**src/rtl/mca_pkg.sv**
```systemverilog
// constants and types for the two-wire master arbitration block
// assumes one 25 MHz core clock and a plain register port
package mca_pkg;

    // register indices on the plain port
    localparam int          ADDR_W     = 4;
    localparam logic [3:0]  OFS_FLAGS1 = 4'h0;
    localparam logic [3:0]  OFS_EN1    = 4'h1;
    localparam logic [3:0]  OFS_FLAGS2 = 4'h2;
    localparam logic [3:0]  OFS_EN2    = 4'h3;
    localparam logic [3:0]  OFS_BUF    = 4'h4;
    localparam logic [3:0]  OFS_RATE   = 4'h5;
    localparam logic [3:0]  OFS_CTRL1  = 4'h6;
    localparam logic [3:0]  OFS_CTRL2  = 4'h7;
    localparam logic [3:0]  OFS_STAT   = 4'h8;
    localparam logic [3:0]  OFS_CLR1   = 4'h9;
    localparam logic [3:0]  OFS_CLR2   = 4'hA;

    // field positions
    localparam int B_PORT_IF = 3;
    localparam int B_BCL_IF  = 3;
    localparam int C1_WCOL   = 7;
    localparam int C1_EN     = 5;
    localparam int C2_SEN    = 0;
    localparam int C2_RSEN   = 1;
    localparam int C2_PEN    = 2;
    localparam int C2_ACKEN  = 4;
    localparam int C2_ACKDT  = 5;
    localparam int C2_ACKST  = 6;
    localparam int ST_STOP   = 4;
    localparam int ST_START  = 3;
    localparam int ST_BF     = 0;

    // values
    localparam logic [3:0] MODE_MASTER = 4'h8;
    localparam logic [7:0] RST_BYTE    = 8'h00;
    localparam logic [3:0] ACK_SLOT    = 4'h8;
    localparam logic [3:0] LAST_DATA   = 4'h7;

    typedef enum logic [3:0] {
        S_IDLE,
        S_ST_WAIT,
        S_ST_HOLD,
        S_RS_REL,
        S_RS_SCLW,
        S_RS_CNT,
        S_RS_HOLD,
        S_SP_LOW,
        S_SP_SCLW,
        S_SP_CNT,
        S_SP_CHK,
        S_BIT_LO,
        S_BIT_SCLW,
        S_BIT_HI
    } mca_state_t;

endpackage

```
**src/rtl/mca_arbiter.sv**
```systemverilog
// two-wire bus master with multi-master arbitration and collision checks
// assumes open-drain pads outside: oe high pulls the line low
//
// How it works
// released data bit sampled low with clock high is a collision, port idles
// collision in a byte stops it, clears buffer full, releases both lines
// collision in a sequence aborts it and clears its control enable bit
// after a collision, a bus stop condition sets the port interrupt flag
// buffer write after a collision restarts from the first data bit
// start and stop seen flags tell software when the bus may be claimed
// start requested with data or clock low is a collision
// start waits data high, counts reload bits; clock low then collides
// data low during first start count drives data low early
// second start count ignores clock low, then drives clock low
// repeated start counts, releases clock, data low at clock high collides
// data falling in the repeated start count is no collision
// clock falling in repeated start count before data driven collides
// repeated start drives data low, counts, then drives clock low
// stop releases clock, counts after clock high, data low after collides
// clock low during stop before data floats high collides
// no collision for another master pulling data during a start
// start and stop seen flags clear on reset and when disabled
// collision checks only in master two-wire mode while enabled
//
// The placing of the registers and strobed register access were left to the implementer.
`timescale 1ns/1ps

module mca_arbiter
    import mca_pkg::*;
#(
    parameter int BRG_W = 7
) (
    // clock and reset
    input  wire logic              clock,
    input  wire logic              rst,
    // register port
    input  wire logic [ADDR_W-1:0] reg_addr,
    input  wire logic [7:0]        reg_wdata,
    input  wire logic              reg_wr,
    input  wire logic              reg_rd,
    output logic      [7:0]        reg_rdata,
    // data line
    input  wire logic              sda_in,
    output logic                   sda_out,
    output logic                   sda_oe,
    // clock line
    input  wire logic              scl_in,
    output logic                   scl_out,
    output logic                   scl_oe,
    // interrupt
    output logic                   irq
);

    mca_state_t       state_ff;
    logic [2:0]       sda_s_ff;
    logic [2:0]       scl_s_ff;
    logic             sda_f_ff;
    logic             scl_f_ff;
    logic             sda_q_ff;
    logic             start_seen_ff;
    logic             stop_seen_ff;
    logic             watch_ff;
    logic [BRG_W-1:0] cnt_ff;
    logic [7:0]       shreg_ff;
    logic [3:0]       bitcnt_ff;
    logic             sda_drv_ff;
    logic             scl_drv_ff;
    logic             is_ack_ff;
    logic             bf_ff;
    logic             ackst_ff;
    logic [5:0]       cmd_ff;
    logic             coll_ff;
    logic             done_ff;
    logic [7:0]       rate_ff;
    logic [7:0]       ctrl1_ff;
    logic [7:0]       en1_ff;
    logic [7:0]       en2_ff;
    logic             port_if_ff;
    logic             bcl_if_ff;
    logic [7:0]       rdata_ff;
    logic             master_on;
    logic             coll_now;
    logic             cnt_zero;
    logic             start_ev;
    logic             stop_ev;
    logic [BRG_W-1:0] load;
    logic             chk_bit;

    function automatic logic hit(input logic [ADDR_W-1:0] a, input logic [ADDR_W-1:0] ofs);
        return a == ofs;
    endfunction

    assign master_on = ctrl1_ff[C1_EN] && (ctrl1_ff[3:0] == MODE_MASTER);
    assign load      = rate_ff[BRG_W-1:0];
    assign cnt_zero  = (cnt_ff == '0);
    assign sda_out   = 1'b0;
    assign scl_out   = 1'b0;
    assign sda_oe    = sda_drv_ff;
    assign scl_oe    = scl_drv_ff;
    assign reg_rdata = rdata_ff;

    // three-stage synchronisers; level moves only once stages two and three agree
    always_ff @(posedge clock) begin
        if (rst) begin
            sda_s_ff <= 3'h7;
            scl_s_ff <= 3'h7;
            sda_f_ff <= 1'b1;
            scl_f_ff <= 1'b1;
        end else begin
            sda_s_ff <= {sda_s_ff[1:0], sda_in};
            scl_s_ff <= {scl_s_ff[1:0], scl_in};
            if (sda_s_ff[1] == sda_s_ff[2]) begin
                sda_f_ff <= sda_s_ff[2];
            end
            if (scl_s_ff[1] == scl_s_ff[2]) begin
                scl_f_ff <= scl_s_ff[2];
            end
        end
    end

    // bus condition monitor, runs even when another master owns the bus
    assign start_ev = scl_f_ff && sda_q_ff && !sda_f_ff;
    assign stop_ev  = scl_f_ff && !sda_q_ff && sda_f_ff;

    always_ff @(posedge clock) begin
        if (rst || !ctrl1_ff[C1_EN]) begin
            sda_q_ff      <= 1'b1;
            start_seen_ff <= 1'b0;
            stop_seen_ff  <= 1'b0;
        end else begin
            sda_q_ff <= sda_f_ff;
            if (start_ev) begin
                start_seen_ff <= 1'b1;
                stop_seen_ff  <= 1'b0;
            end else if (stop_ev) begin
                stop_seen_ff  <= 1'b1;
                start_seen_ff <= 1'b0;
            end
        end
    end

    // arm on collision, the next bus stop raises the port flag
    always_ff @(posedge clock) begin
        if (rst) begin
            watch_ff <= 1'b0;
        end else if (coll_ff) begin
            watch_ff <= 1'b1;
        end else if (stop_ev) begin
            watch_ff <= 1'b0;
        end
    end

    // ack slot of a byte is the slave's, so a low there is no collision
    assign chk_bit = !sda_drv_ff && (is_ack_ff || bitcnt_ff != ACK_SLOT);

    always_comb begin
        coll_now = 1'b0;
        unique case (state_ff)
            S_IDLE:    coll_now = cmd_ff[C2_SEN] && (!sda_f_ff || !scl_f_ff);
            S_ST_WAIT: coll_now = sda_f_ff && !scl_f_ff;
            S_RS_SCLW: coll_now = scl_f_ff && !sda_f_ff;
            S_RS_CNT:  coll_now = !scl_f_ff;
            S_SP_CNT:  coll_now = !scl_f_ff;
            S_SP_CHK:  coll_now = cnt_zero && !sda_f_ff;
            S_BIT_HI:  coll_now = chk_bit && !sda_f_ff;
            default:   coll_now = 1'b0;
        endcase
        coll_now = coll_now && master_on;
    end

    // sequencer: bit rate counter, line drive, shift register
    always_ff @(posedge clock) begin
        if (rst) begin
            state_ff   <= S_IDLE;
            cnt_ff     <= '0;
            shreg_ff   <= RST_BYTE;
            bitcnt_ff  <= '0;
            sda_drv_ff <= 1'b0;
            scl_drv_ff <= 1'b0;
            is_ack_ff  <= 1'b0;
            bf_ff      <= 1'b0;
            ackst_ff   <= 1'b0;
            cmd_ff     <= '0;
            coll_ff    <= 1'b0;
            done_ff    <= 1'b0;
        end else begin
            coll_ff <= 1'b0;
            done_ff <= 1'b0;
            if (!cnt_zero) begin
                cnt_ff <= cnt_ff - 1'b1;
            end
            // sequence bits only accepted between operations
            if (reg_wr && hit(reg_addr, OFS_CTRL2) && state_ff == S_IDLE) begin
                cmd_ff <= reg_wdata[5:0];
            end
            if (!master_on) begin
                state_ff   <= S_IDLE;
                sda_drv_ff <= 1'b0;
                scl_drv_ff <= 1'b0;
            end else if (coll_now) begin
                state_ff          <= S_IDLE;
                sda_drv_ff        <= 1'b0;
                scl_drv_ff        <= 1'b0;
                bf_ff             <= 1'b0;
                bitcnt_ff         <= '0;
                coll_ff           <= 1'b1;
                cmd_ff[C2_SEN]    <= 1'b0;
                cmd_ff[C2_RSEN]   <= 1'b0;
                cmd_ff[C2_PEN]    <= 1'b0;
                cmd_ff[C2_ACKEN]  <= 1'b0;
            end else begin
                unique case (state_ff)
                    S_IDLE: begin
                        if (cmd_ff[C2_SEN]) begin
                            cnt_ff   <= load;
                            state_ff <= S_ST_WAIT;
                        end else if (cmd_ff[C2_RSEN]) begin
                            sda_drv_ff <= 1'b0;
                            cnt_ff     <= load;
                            state_ff   <= S_RS_REL;
                        end else if (cmd_ff[C2_PEN]) begin
                            sda_drv_ff <= 1'b1;
                            state_ff   <= S_SP_LOW;
                        end else if (cmd_ff[C2_ACKEN]) begin
                            is_ack_ff  <= 1'b1;
                            scl_drv_ff <= 1'b1;
                            sda_drv_ff <= !cmd_ff[C2_ACKDT];
                            cnt_ff     <= load;
                            state_ff   <= S_BIT_LO;
                        end else if (reg_wr && hit(reg_addr, OFS_BUF)) begin
                            shreg_ff   <= reg_wdata;
                            bitcnt_ff  <= '0;
                            bf_ff      <= 1'b1;
                            is_ack_ff  <= 1'b0;
                            scl_drv_ff <= 1'b1;
                            sda_drv_ff <= !reg_wdata[7];
                            cnt_ff     <= load;
                            state_ff   <= S_BIT_LO;
                        end
                    end
                    S_ST_WAIT: begin
                        // another master pulling data early just shortens our start
                        if (!sda_f_ff || cnt_zero) begin
                            sda_drv_ff <= 1'b1;
                            cnt_ff     <= load;
                            state_ff   <= S_ST_HOLD;
                        end
                    end
                    S_ST_HOLD: begin
                        if (cnt_zero) begin
                            scl_drv_ff     <= 1'b1;
                            cmd_ff[C2_SEN] <= 1'b0;
                            done_ff        <= 1'b1;
                            state_ff       <= S_IDLE;
                        end
                    end
                    S_RS_REL: begin
                        if (cnt_zero) begin
                            scl_drv_ff <= 1'b0;
                            state_ff   <= S_RS_SCLW;
                        end
                    end
                    S_RS_SCLW: begin
                        if (scl_f_ff) begin
                            cnt_ff   <= load;
                            state_ff <= S_RS_CNT;
                        end
                    end
                    S_RS_CNT: begin
                        if (cnt_zero) begin
                            sda_drv_ff <= 1'b1;
                            cnt_ff     <= load;
                            state_ff   <= S_RS_HOLD;
                        end
                    end
                    S_RS_HOLD: begin
                        if (cnt_zero) begin
                            scl_drv_ff      <= 1'b1;
                            cmd_ff[C2_RSEN] <= 1'b0;
                            done_ff         <= 1'b1;
                            state_ff        <= S_IDLE;
                        end
                    end
                    S_SP_LOW: begin
                        if (!sda_f_ff) begin
                            scl_drv_ff <= 1'b0;
                            state_ff   <= S_SP_SCLW;
                        end
                    end
                    S_SP_SCLW: begin
                        if (scl_f_ff) begin
                            cnt_ff   <= load;
                            state_ff <= S_SP_CNT;
                        end
                    end
                    S_SP_CNT: begin
                        if (cnt_zero) begin
                            sda_drv_ff <= 1'b0;
                            cnt_ff     <= load;
                            state_ff   <= S_SP_CHK;
                        end
                    end
                    S_SP_CHK: begin
                        if (cnt_zero) begin
                            cmd_ff[C2_PEN] <= 1'b0;
                            done_ff        <= 1'b1;
                            state_ff       <= S_IDLE;
                        end
                    end
                    S_BIT_LO: begin
                        if (cnt_zero) begin
                            scl_drv_ff <= 1'b0;
                            state_ff   <= S_BIT_SCLW;
                        end
                    end
                    S_BIT_SCLW: begin
                        // slaves may stretch the clock here
                        if (scl_f_ff) begin
                            cnt_ff   <= load;
                            state_ff <= S_BIT_HI;
                        end
                    end
                    S_BIT_HI: begin
                        if (cnt_zero) begin
                            scl_drv_ff <= 1'b1;
                            if (is_ack_ff) begin
                                sda_drv_ff       <= 1'b0;
                                cmd_ff[C2_ACKEN] <= 1'b0;
                                done_ff          <= 1'b1;
                                state_ff         <= S_IDLE;
                            end else if (bitcnt_ff == ACK_SLOT) begin
                                ackst_ff  <= sda_f_ff;
                                bf_ff     <= 1'b0;
                                bitcnt_ff <= '0;
                                done_ff   <= 1'b1;
                                state_ff  <= S_IDLE;
                            end else begin
                                bitcnt_ff  <= bitcnt_ff + 1'b1;
                                shreg_ff   <= {shreg_ff[6:0], 1'b0};
                                sda_drv_ff <= (bitcnt_ff == LAST_DATA) ? 1'b0 : !shreg_ff[6];
                                cnt_ff     <= load;
                                state_ff   <= S_BIT_LO;
                            end
                        end
                    end
                    default: begin
                        state_ff <= S_IDLE;
                    end
                endcase
            end
        end
    end

    // software registers; a write collision is a buffer write while busy
    always_ff @(posedge clock) begin
        if (rst) begin
            rate_ff  <= RST_BYTE;
            ctrl1_ff <= RST_BYTE;
            en1_ff   <= RST_BYTE;
            en2_ff   <= RST_BYTE;
        end else if (reg_wr) begin
            if (hit(reg_addr, OFS_RATE)) begin
                rate_ff <= reg_wdata;
            end
            if (hit(reg_addr, OFS_EN1)) begin
                en1_ff <= reg_wdata;
            end
            if (hit(reg_addr, OFS_EN2)) begin
                en2_ff <= reg_wdata;
            end
            if (hit(reg_addr, OFS_CTRL1)) begin
                ctrl1_ff <= reg_wdata;
            end else if (hit(reg_addr, OFS_BUF) && state_ff != S_IDLE) begin
                ctrl1_ff[C1_WCOL] <= 1'b1;
            end
        end
    end

    // sticky flags: a set in the same cycle as a clear wins
    always_ff @(posedge clock) begin
        if (rst) begin
            port_if_ff <= 1'b0;
            bcl_if_ff  <= 1'b0;
        end else begin
            port_if_ff <= (port_if_ff && !(reg_wr && hit(reg_addr, OFS_CLR1) && reg_wdata[B_PORT_IF]))
                          || done_ff || (watch_ff && stop_ev);
            bcl_if_ff  <= (bcl_if_ff && !(reg_wr && hit(reg_addr, OFS_CLR2) && reg_wdata[B_BCL_IF]))
                          || coll_ff;
        end
    end

    assign irq = (port_if_ff && en1_ff[B_PORT_IF]) || (bcl_if_ff && en2_ff[B_BCL_IF]);

    // read data stands one cycle after the strobe; unmapped reads zero
    always_ff @(posedge clock) begin
        if (rst) begin
            rdata_ff <= RST_BYTE;
        end else if (reg_rd) begin
            rdata_ff <= RST_BYTE;
            unique case (reg_addr)
                OFS_FLAGS1: rdata_ff[B_PORT_IF] <= port_if_ff;
                OFS_FLAGS2: rdata_ff[B_BCL_IF]  <= bcl_if_ff;
                OFS_EN1:    rdata_ff <= en1_ff;
                OFS_EN2:    rdata_ff <= en2_ff;
                OFS_BUF:    rdata_ff <= shreg_ff;
                OFS_RATE:   rdata_ff <= rate_ff;
                OFS_CTRL1:  rdata_ff <= ctrl1_ff;
                OFS_CTRL2:  rdata_ff <= {1'b0, ackst_ff, cmd_ff};
                OFS_STAT: begin
                    rdata_ff[ST_STOP]  <= stop_seen_ff;
                    rdata_ff[ST_START] <= start_seen_ff;
                    rdata_ff[ST_BF]    <= bf_ff;
                end
                default:    rdata_ff <= RST_BYTE;
            endcase
        end
    end

endmodule

```
**config.mk**
```make
export PLATFORM = sky130hd
export DESIGN_NAME = mca_arbiter
export DESIGN_NICKNAME = d
export VERILOG_FILES = /design/src/rtl/mca_pkg.sv /design/src/rtl/mca_arbiter.sv
export SDC_FILE = /design/constraint.sdc
export NUM_CORES = 1
export LEC_CHECK = 0
export BUFFER_PORTS_ARGS = -buffer_cell sky130_fd_sc_hd__buf_2
export CAP_MARGIN = 5
export CORE_MARGIN = 4
export CORE_UTILIZATION = 55
export DETAILED_ROUTE_END_ITERATION = 12
export PLACE_DENSITY = 0.8
export SLEW_MARGIN = 0
export SYNTH_ARGS = -nofsm -noshare
export SYNTH_HDL_FRONTEND = slang
export SYNTH_SLANG_ARGS = --single-unit
```
**constraint.sdc**
```tcl
create_clock -name clock -period 2.55 [get_ports clock]
set_input_delay 0.6375 -clock clock [delete_from_list [all_inputs] [get_ports clock]]
set_output_delay 0.6375 -clock clock [all_outputs]
set_load 0.02 [all_outputs]
```
### Yosys cells after proc, flatten, opt, wreduce, memory -nomap -nowiden

Cells that the tools add are included.

* bitwise gates (word level): 6
* equal/unequal tests: 61
* add/sub/neg operators: 2
* mux-type cells: 115
* reductions and logical operators: 76

Operators by type and width (number)
* $mux W4: 27
* $mux W7: 14
* $mux W8: 8
* $mux W1: 49
* $pmux W4 S12: 1
* $eq A4 B4 Y1 const B: 11
* $eq A4 B3 Y1 const B: 9
* $pmux W7 S5: 1
* $ne A2 B2 Y1 const B: 16
* $logic_and A1 B1 Y1: 25
* $ne A3 B3 Y1 const B: 8
* $pmux W3 S6: 1
* $eq A4 B2 Y1 const B: 4
* $pmux W8 S2: 1
* $reduce_and A8 Y1: 2
* $pmux W1 S7: 2
* $pmux W2 S6: 1
* $reduce_and A12 Y1: 1
* $reduce_or A3 Y1: 4
* $reduce_and A11 Y1: 1
* $logic_not A1 Y1: 10
* $reduce_and A10 Y1: 1
* $reduce_and A2 Y1: 5
* $reduce_bool A2 Y1: 5
* 28 further kinds: 53

* output and inout bits: 13
* register bits after elaboration: 90

### Depth between registers and ports, before layout

* word-level depth: 10
* mapped depth: 9
* mapped depth without buffers: 8

### Worst setup path before layout

OpenSTA, ideal clock, no wires.

* kind: input port to flip-flop
* start point: input reg_addr[2]
* end point: register shreg_ff[1]
* stages on the path: 7
* arrival: 2.361 ns
* setup slack: 0.061 ns
* cell sequence: clkbuf_1 -> nand4bb_1 -> nor4_4 -> o21ai_2 -> nor4_4 -> mux2i_1 -> nor2_1

* word-level cells in the longest chain between the ends: 4

RTL lines
* start: declaration: RTL line mca_arbiter.sv:37 `input wire logic [ADDR_W-1:0] reg_addr,`
* $eq A4 B3 Y1: RTL line mca_arbiter.sv:90 `return a == ofs;`
* $logic_and A1 B1 Y1: RTL line mca_arbiter.sv:230 `end else if (reg_wr && hit(reg_addr, OFS_BUF)) begin`
* $ne A2 B1 Y1 (no line)
* $reduce_and A11 Y1 (no line)
* end signal: assignment: RTL line mca_arbiter.sv:231 `shreg_ff <= reg_wdata;`
* end signal: assignment: RTL line mca_arbiter.sv:339 `shreg_ff <= {shreg_ff[6:0], 1'b0};`
* end: declaration: RTL line mca_arbiter.sv:64 `logic [7:0] shreg_ff;`

No other way between the ends.
A chain may end at the register's enable or synchronous reset.

### Final worst setup path

* start point: register state_ff[2]
* end point: register bitcnt_ff[3]

* word-level cells in the longest chain between the ends: 6
* elaborated cells between the ends (all ways): 21

RTL lines
* start: declaration: RTL line mca_arbiter.sv:54 `mca_state_t state_ff;`
* start signal: assignment: RTL line mca_arbiter.sv:174 `state_ff <= S_IDLE;`
* start signal: assignment: RTL line mca_arbiter.sv:197 `state_ff <= S_IDLE;`
* start signal: assignment: RTL line mca_arbiter.sv:201 `state_ff <= S_IDLE;`
* $eq A4 B4 Y1 or $eq A4 B3 Y1 (tied branches): RTL line mca_arbiter.sv:158 `unique case (state_ff)`
* $reduce_or A2 Y1 (no line)
* $pmux W1 S6: RTL line mca_arbiter.sv:158
* $logic_and A1 B1 Y1: RTL line mca_arbiter.sv:168 `coll_now = coll_now && master_on;`
* $ne A3 B2 Y1 (no line) (tied with other cells)
* $reduce_and A9 Y1 (no line)
* end signal: assignment: RTL line mca_arbiter.sv:338 `bitcnt_ff <= bitcnt_ff + 1'b1;`
* end: declaration: RTL line mca_arbiter.sv:65 `logic [3:0] bitcnt_ff;`

Parallel ways exist; a longest one is shown, timed or not.

==> flow_summary.ini <==
[outcome]
run_status = finished clean

[route]
vias_per_cell = 6.40
wl_per_cell_um = 18.9
routed_wl_mm = 13.8
drc = 0
antenna_left = 0
vias = 4661
drt_iter0_drc = 425
first_pass_iters = 6

[clock_tree]
root_buffer = clkbuf_8
cts_resized = 0
clk_latency_ns = 0.36
cts_setup_buffers = 0
holdBufCountCts = 0
clkTransAtPathRegs_ns = 0.09
cts_sinks = 90
cts_buffer_depth = 2
h-tree-depth = 3
cts_tree = built
cts_buffers = 9

[synth]
synth_enable_flop_cells = 0
synth_common_cells = 90 x dfxtp_1, 75 x nand2_1, 62 x nor2_1
ys_warn_count = 0
synth-seq-area-share_pct = 37.7
synth.cell_area_um2 = 4780
syn_area_per_cell_um2 = 8.24
yosysMostFrequentCell = dfxtp_1
async_reset_ff_share_pct = 0
synth_top_cell_by_area = dfxtp_1
synth.top_cell.area_share_pct = 37.7
synth_flop_cell = dfxtp_1
netlist_instances = 580
synthTopCellsByArea = dfxtp_1 38%, mux2i_1 8.0%, nand2_1 5.9%
synth.distinct_cells = 70
synth-seq-cells = 90

[finish]
fillers = 722
layout-drive-gt1-share_pct = 17.3
areaGrowthSynthToFinish_pct = 13.3
post-route-util_pct = 64.9
antennaDiodeCount = 0
fin_nets = 641

[critical_path]
reg2reg_slack_ns = 0.13
max_stage_delay_ns = 0.62
cpMaxStageDelayCell = or4_4
cp-start-kind = flip-flop
arrival_ns = 2.72
path_cells = or4_4 -> nor4_4 -> nor2_1 -> and3_1 -> or4_1 -> a21oi_1
worst-setup-path-type = reg2reg
cp-end-kind = flip-flop
cp.required_ns = 2.85
cp_max_fo = 13

[global_route]
grt_pass1_vias = 4414
grt_pass1_wl_mm = 22.3
grt_max_degree = 68
grt_usage_pct = 27.6
antenna_found_initial = 1
grt-ovfl-total = 0

[timing]
whs_ns = 0.417
rsz0062_at_grt = no
drv_slew = 0
period_minus_slack_ns = 2.42
fin_crit_sh_pct = 95.0
setup_slack_ns = 0.126
tightest_slew_ns = 0.691
tns_ns = 0
setup-violations-final = 0
fin_worst_skew_ns = 0.0127
fmax_mhz = 413
hold_viol_final = 0
relSlewSlack_pct = 54.0

[die]
initial_core_util_pct = 57.3
die_w_um = 101
rows = 33
dieHeight_um = 101
core_area_um2 = 8340
dieArea_um2 = 10200
pin_count = 31

[power_and_ir_drop]
peakVddDrop_mv = 0.529
p_leak_nw = 1.98
power_density_nw_per_um2 = 613
total_power_mw = 3.32

[hold_path]
hp-class = reg2reg

[place]
globalplace.congestion = 0.952
io_buffers = 28
place_ws_ns = 0.0259
dp_hpwl_mm = 10.0

[flow_run]
drv_cap = 0
[flip-flops by register name, indices dropped and copies added (netlist names), 3 cells and up]
signal	cells
en2_ff	8
scl_s_ff	3
state_ff	4
ctrl1_ff	8
cmd_ff	6
cnt_ff	7
sda_s_ff	3
en1_ff	8
bitcnt_ff	4
rate_ff	8
reg_rdata	8
shreg_ff	8
[worst max-delay path: cells and delay by family (launching register included)]
kind | cells | cell delay [ns]
and+or+nand+nor | 5 | 1.74
DFF | 1 | 0.46
AOI/OAI and AO/OA | 1 | 0.14
[layout by cell type (no fill, tap or decap), types with 3 or more instances in the layout]
master / netlist / routed
nor2_1: 62 / 62
nand4_1: 3 / 3
nand3b_1: 3 / 3
inv_1: 12 / 12
buf_2: 0 / 28
nand2b_1: 16 / 16
bufinv_16: 0 / 3
o21ai_0: 14 / 14
mux2i_1: 38 / 38
buf_4: 2 / 41
clkbuf_8: 0 / 9
dfxtp_1: 90 / 90
mux4_2: 5 / 5
and3_1: 3 / 3
or2_2: 7 / 7
o22ai_1: 6 / 6
nor3_1: 12 / 12
o21ai_1: 3 / 3
a222oi_1: 5 / 5
or3_1: 4 / 4
nor2b_1: 8 / 8
a22oi_1: 5 / 5
a21oi_1: 47 / 47
nor4_2: 3 / 3
nand2_1: 75 / 75
nor3b_1: 3 / 3
and2_1: 6 / 6
xnor2_1: 4 / 4
or4_1: 3 / 3
nand3_1: 30 / 30
a32oi_1: 3 / 3
a311oi_1: 3 / 3
ha_1: 3 / 3
o32ai_1: 6 / 6
a211oi_1: 4 / 4
a31oi_1: 6 / 6
[metrics by stage]
stage | cells | cell area (µm²)
after floorplan | 581 | 4780
after global placement | 714 | 5190
after detailed placement | 714 | 5190
after CTS | 728 | 5410
after global routing | 728 | 5410
final | 728 | 5410
[worst paths after layout]
kind | from | endpoint | cells after the start
max | state_ff[2] | bitcnt_ff[3] | 6
min | scl_s_ff[0] | scl_s_ff[1] | 1
max reg2reg | state_ff[2] | bitcnt_ff[3] | 6
min reg2reg | scl_s_ff[0] | scl_s_ff[1] | 1
[layer usage]
metal / up-vias / global-route usage [%] / wire length (µm)
li1: 2162 / - / -
met1: 2170 / 35.5 / 5610
met2: 268 / 42.5 / 6190
met3: 59 / 7.71 / 1330
met4: 2 / 13.9 / 623
met5: - / 0 / 14
[logic make-up (layout without fill, tap and decap cells)]
| family | count (synthesis) | count (layout) | synth area share, % |
|---|---|---|---|
| AO/OA/AOI/OAI | 128 | 128 | 17.9 |
| XOR/XNOR | 5 | 5 | 0.916 |
| adder cells (fa/ha/maj) | 3 | 3 | 0.785 |
| buffers and inverters | 54 | 96 | 4.71 |
| flip-flops | 90 | 90 | 37.7 |
| multiplexers | 45 | 45 | 10.8 |
| other | 1 | 2 | 0.0785 |
| AND/OR/NAND/NOR | 254 | 254 | 27.1 |
[layout make-up]
| class | instances | area (µm²) | share of cell area, % |
|---|---|---|---|
| Timing Repair Buffer | 69 | 448 | 8.27 |
| Sequential cell | 90 | 1800 | 33.3 |
| Multi-Input combinational cell | 437 | 2760 | 50.9 |
| Clock buffer | 9 | 124 | 2.29 |
| Clock inverter | 5 | 104 | 1.92 |
| Tap cell | 105 | 131 | 2.43 |
| Inverter | 13 | 48.8 | 0.901 |
[report_power, final]
| part | internal, mW | switching, mW | total, mW |
|---|---|---|---|
| Combinational | 0.278 | 0.387 | 0.665 |
| Sequential | 1.46 | 0.0516 | 1.51 |
| Clock | 0.642 | 0.499 | 1.14 |
No activity file was read; power rests on OpenSTA's default activity.
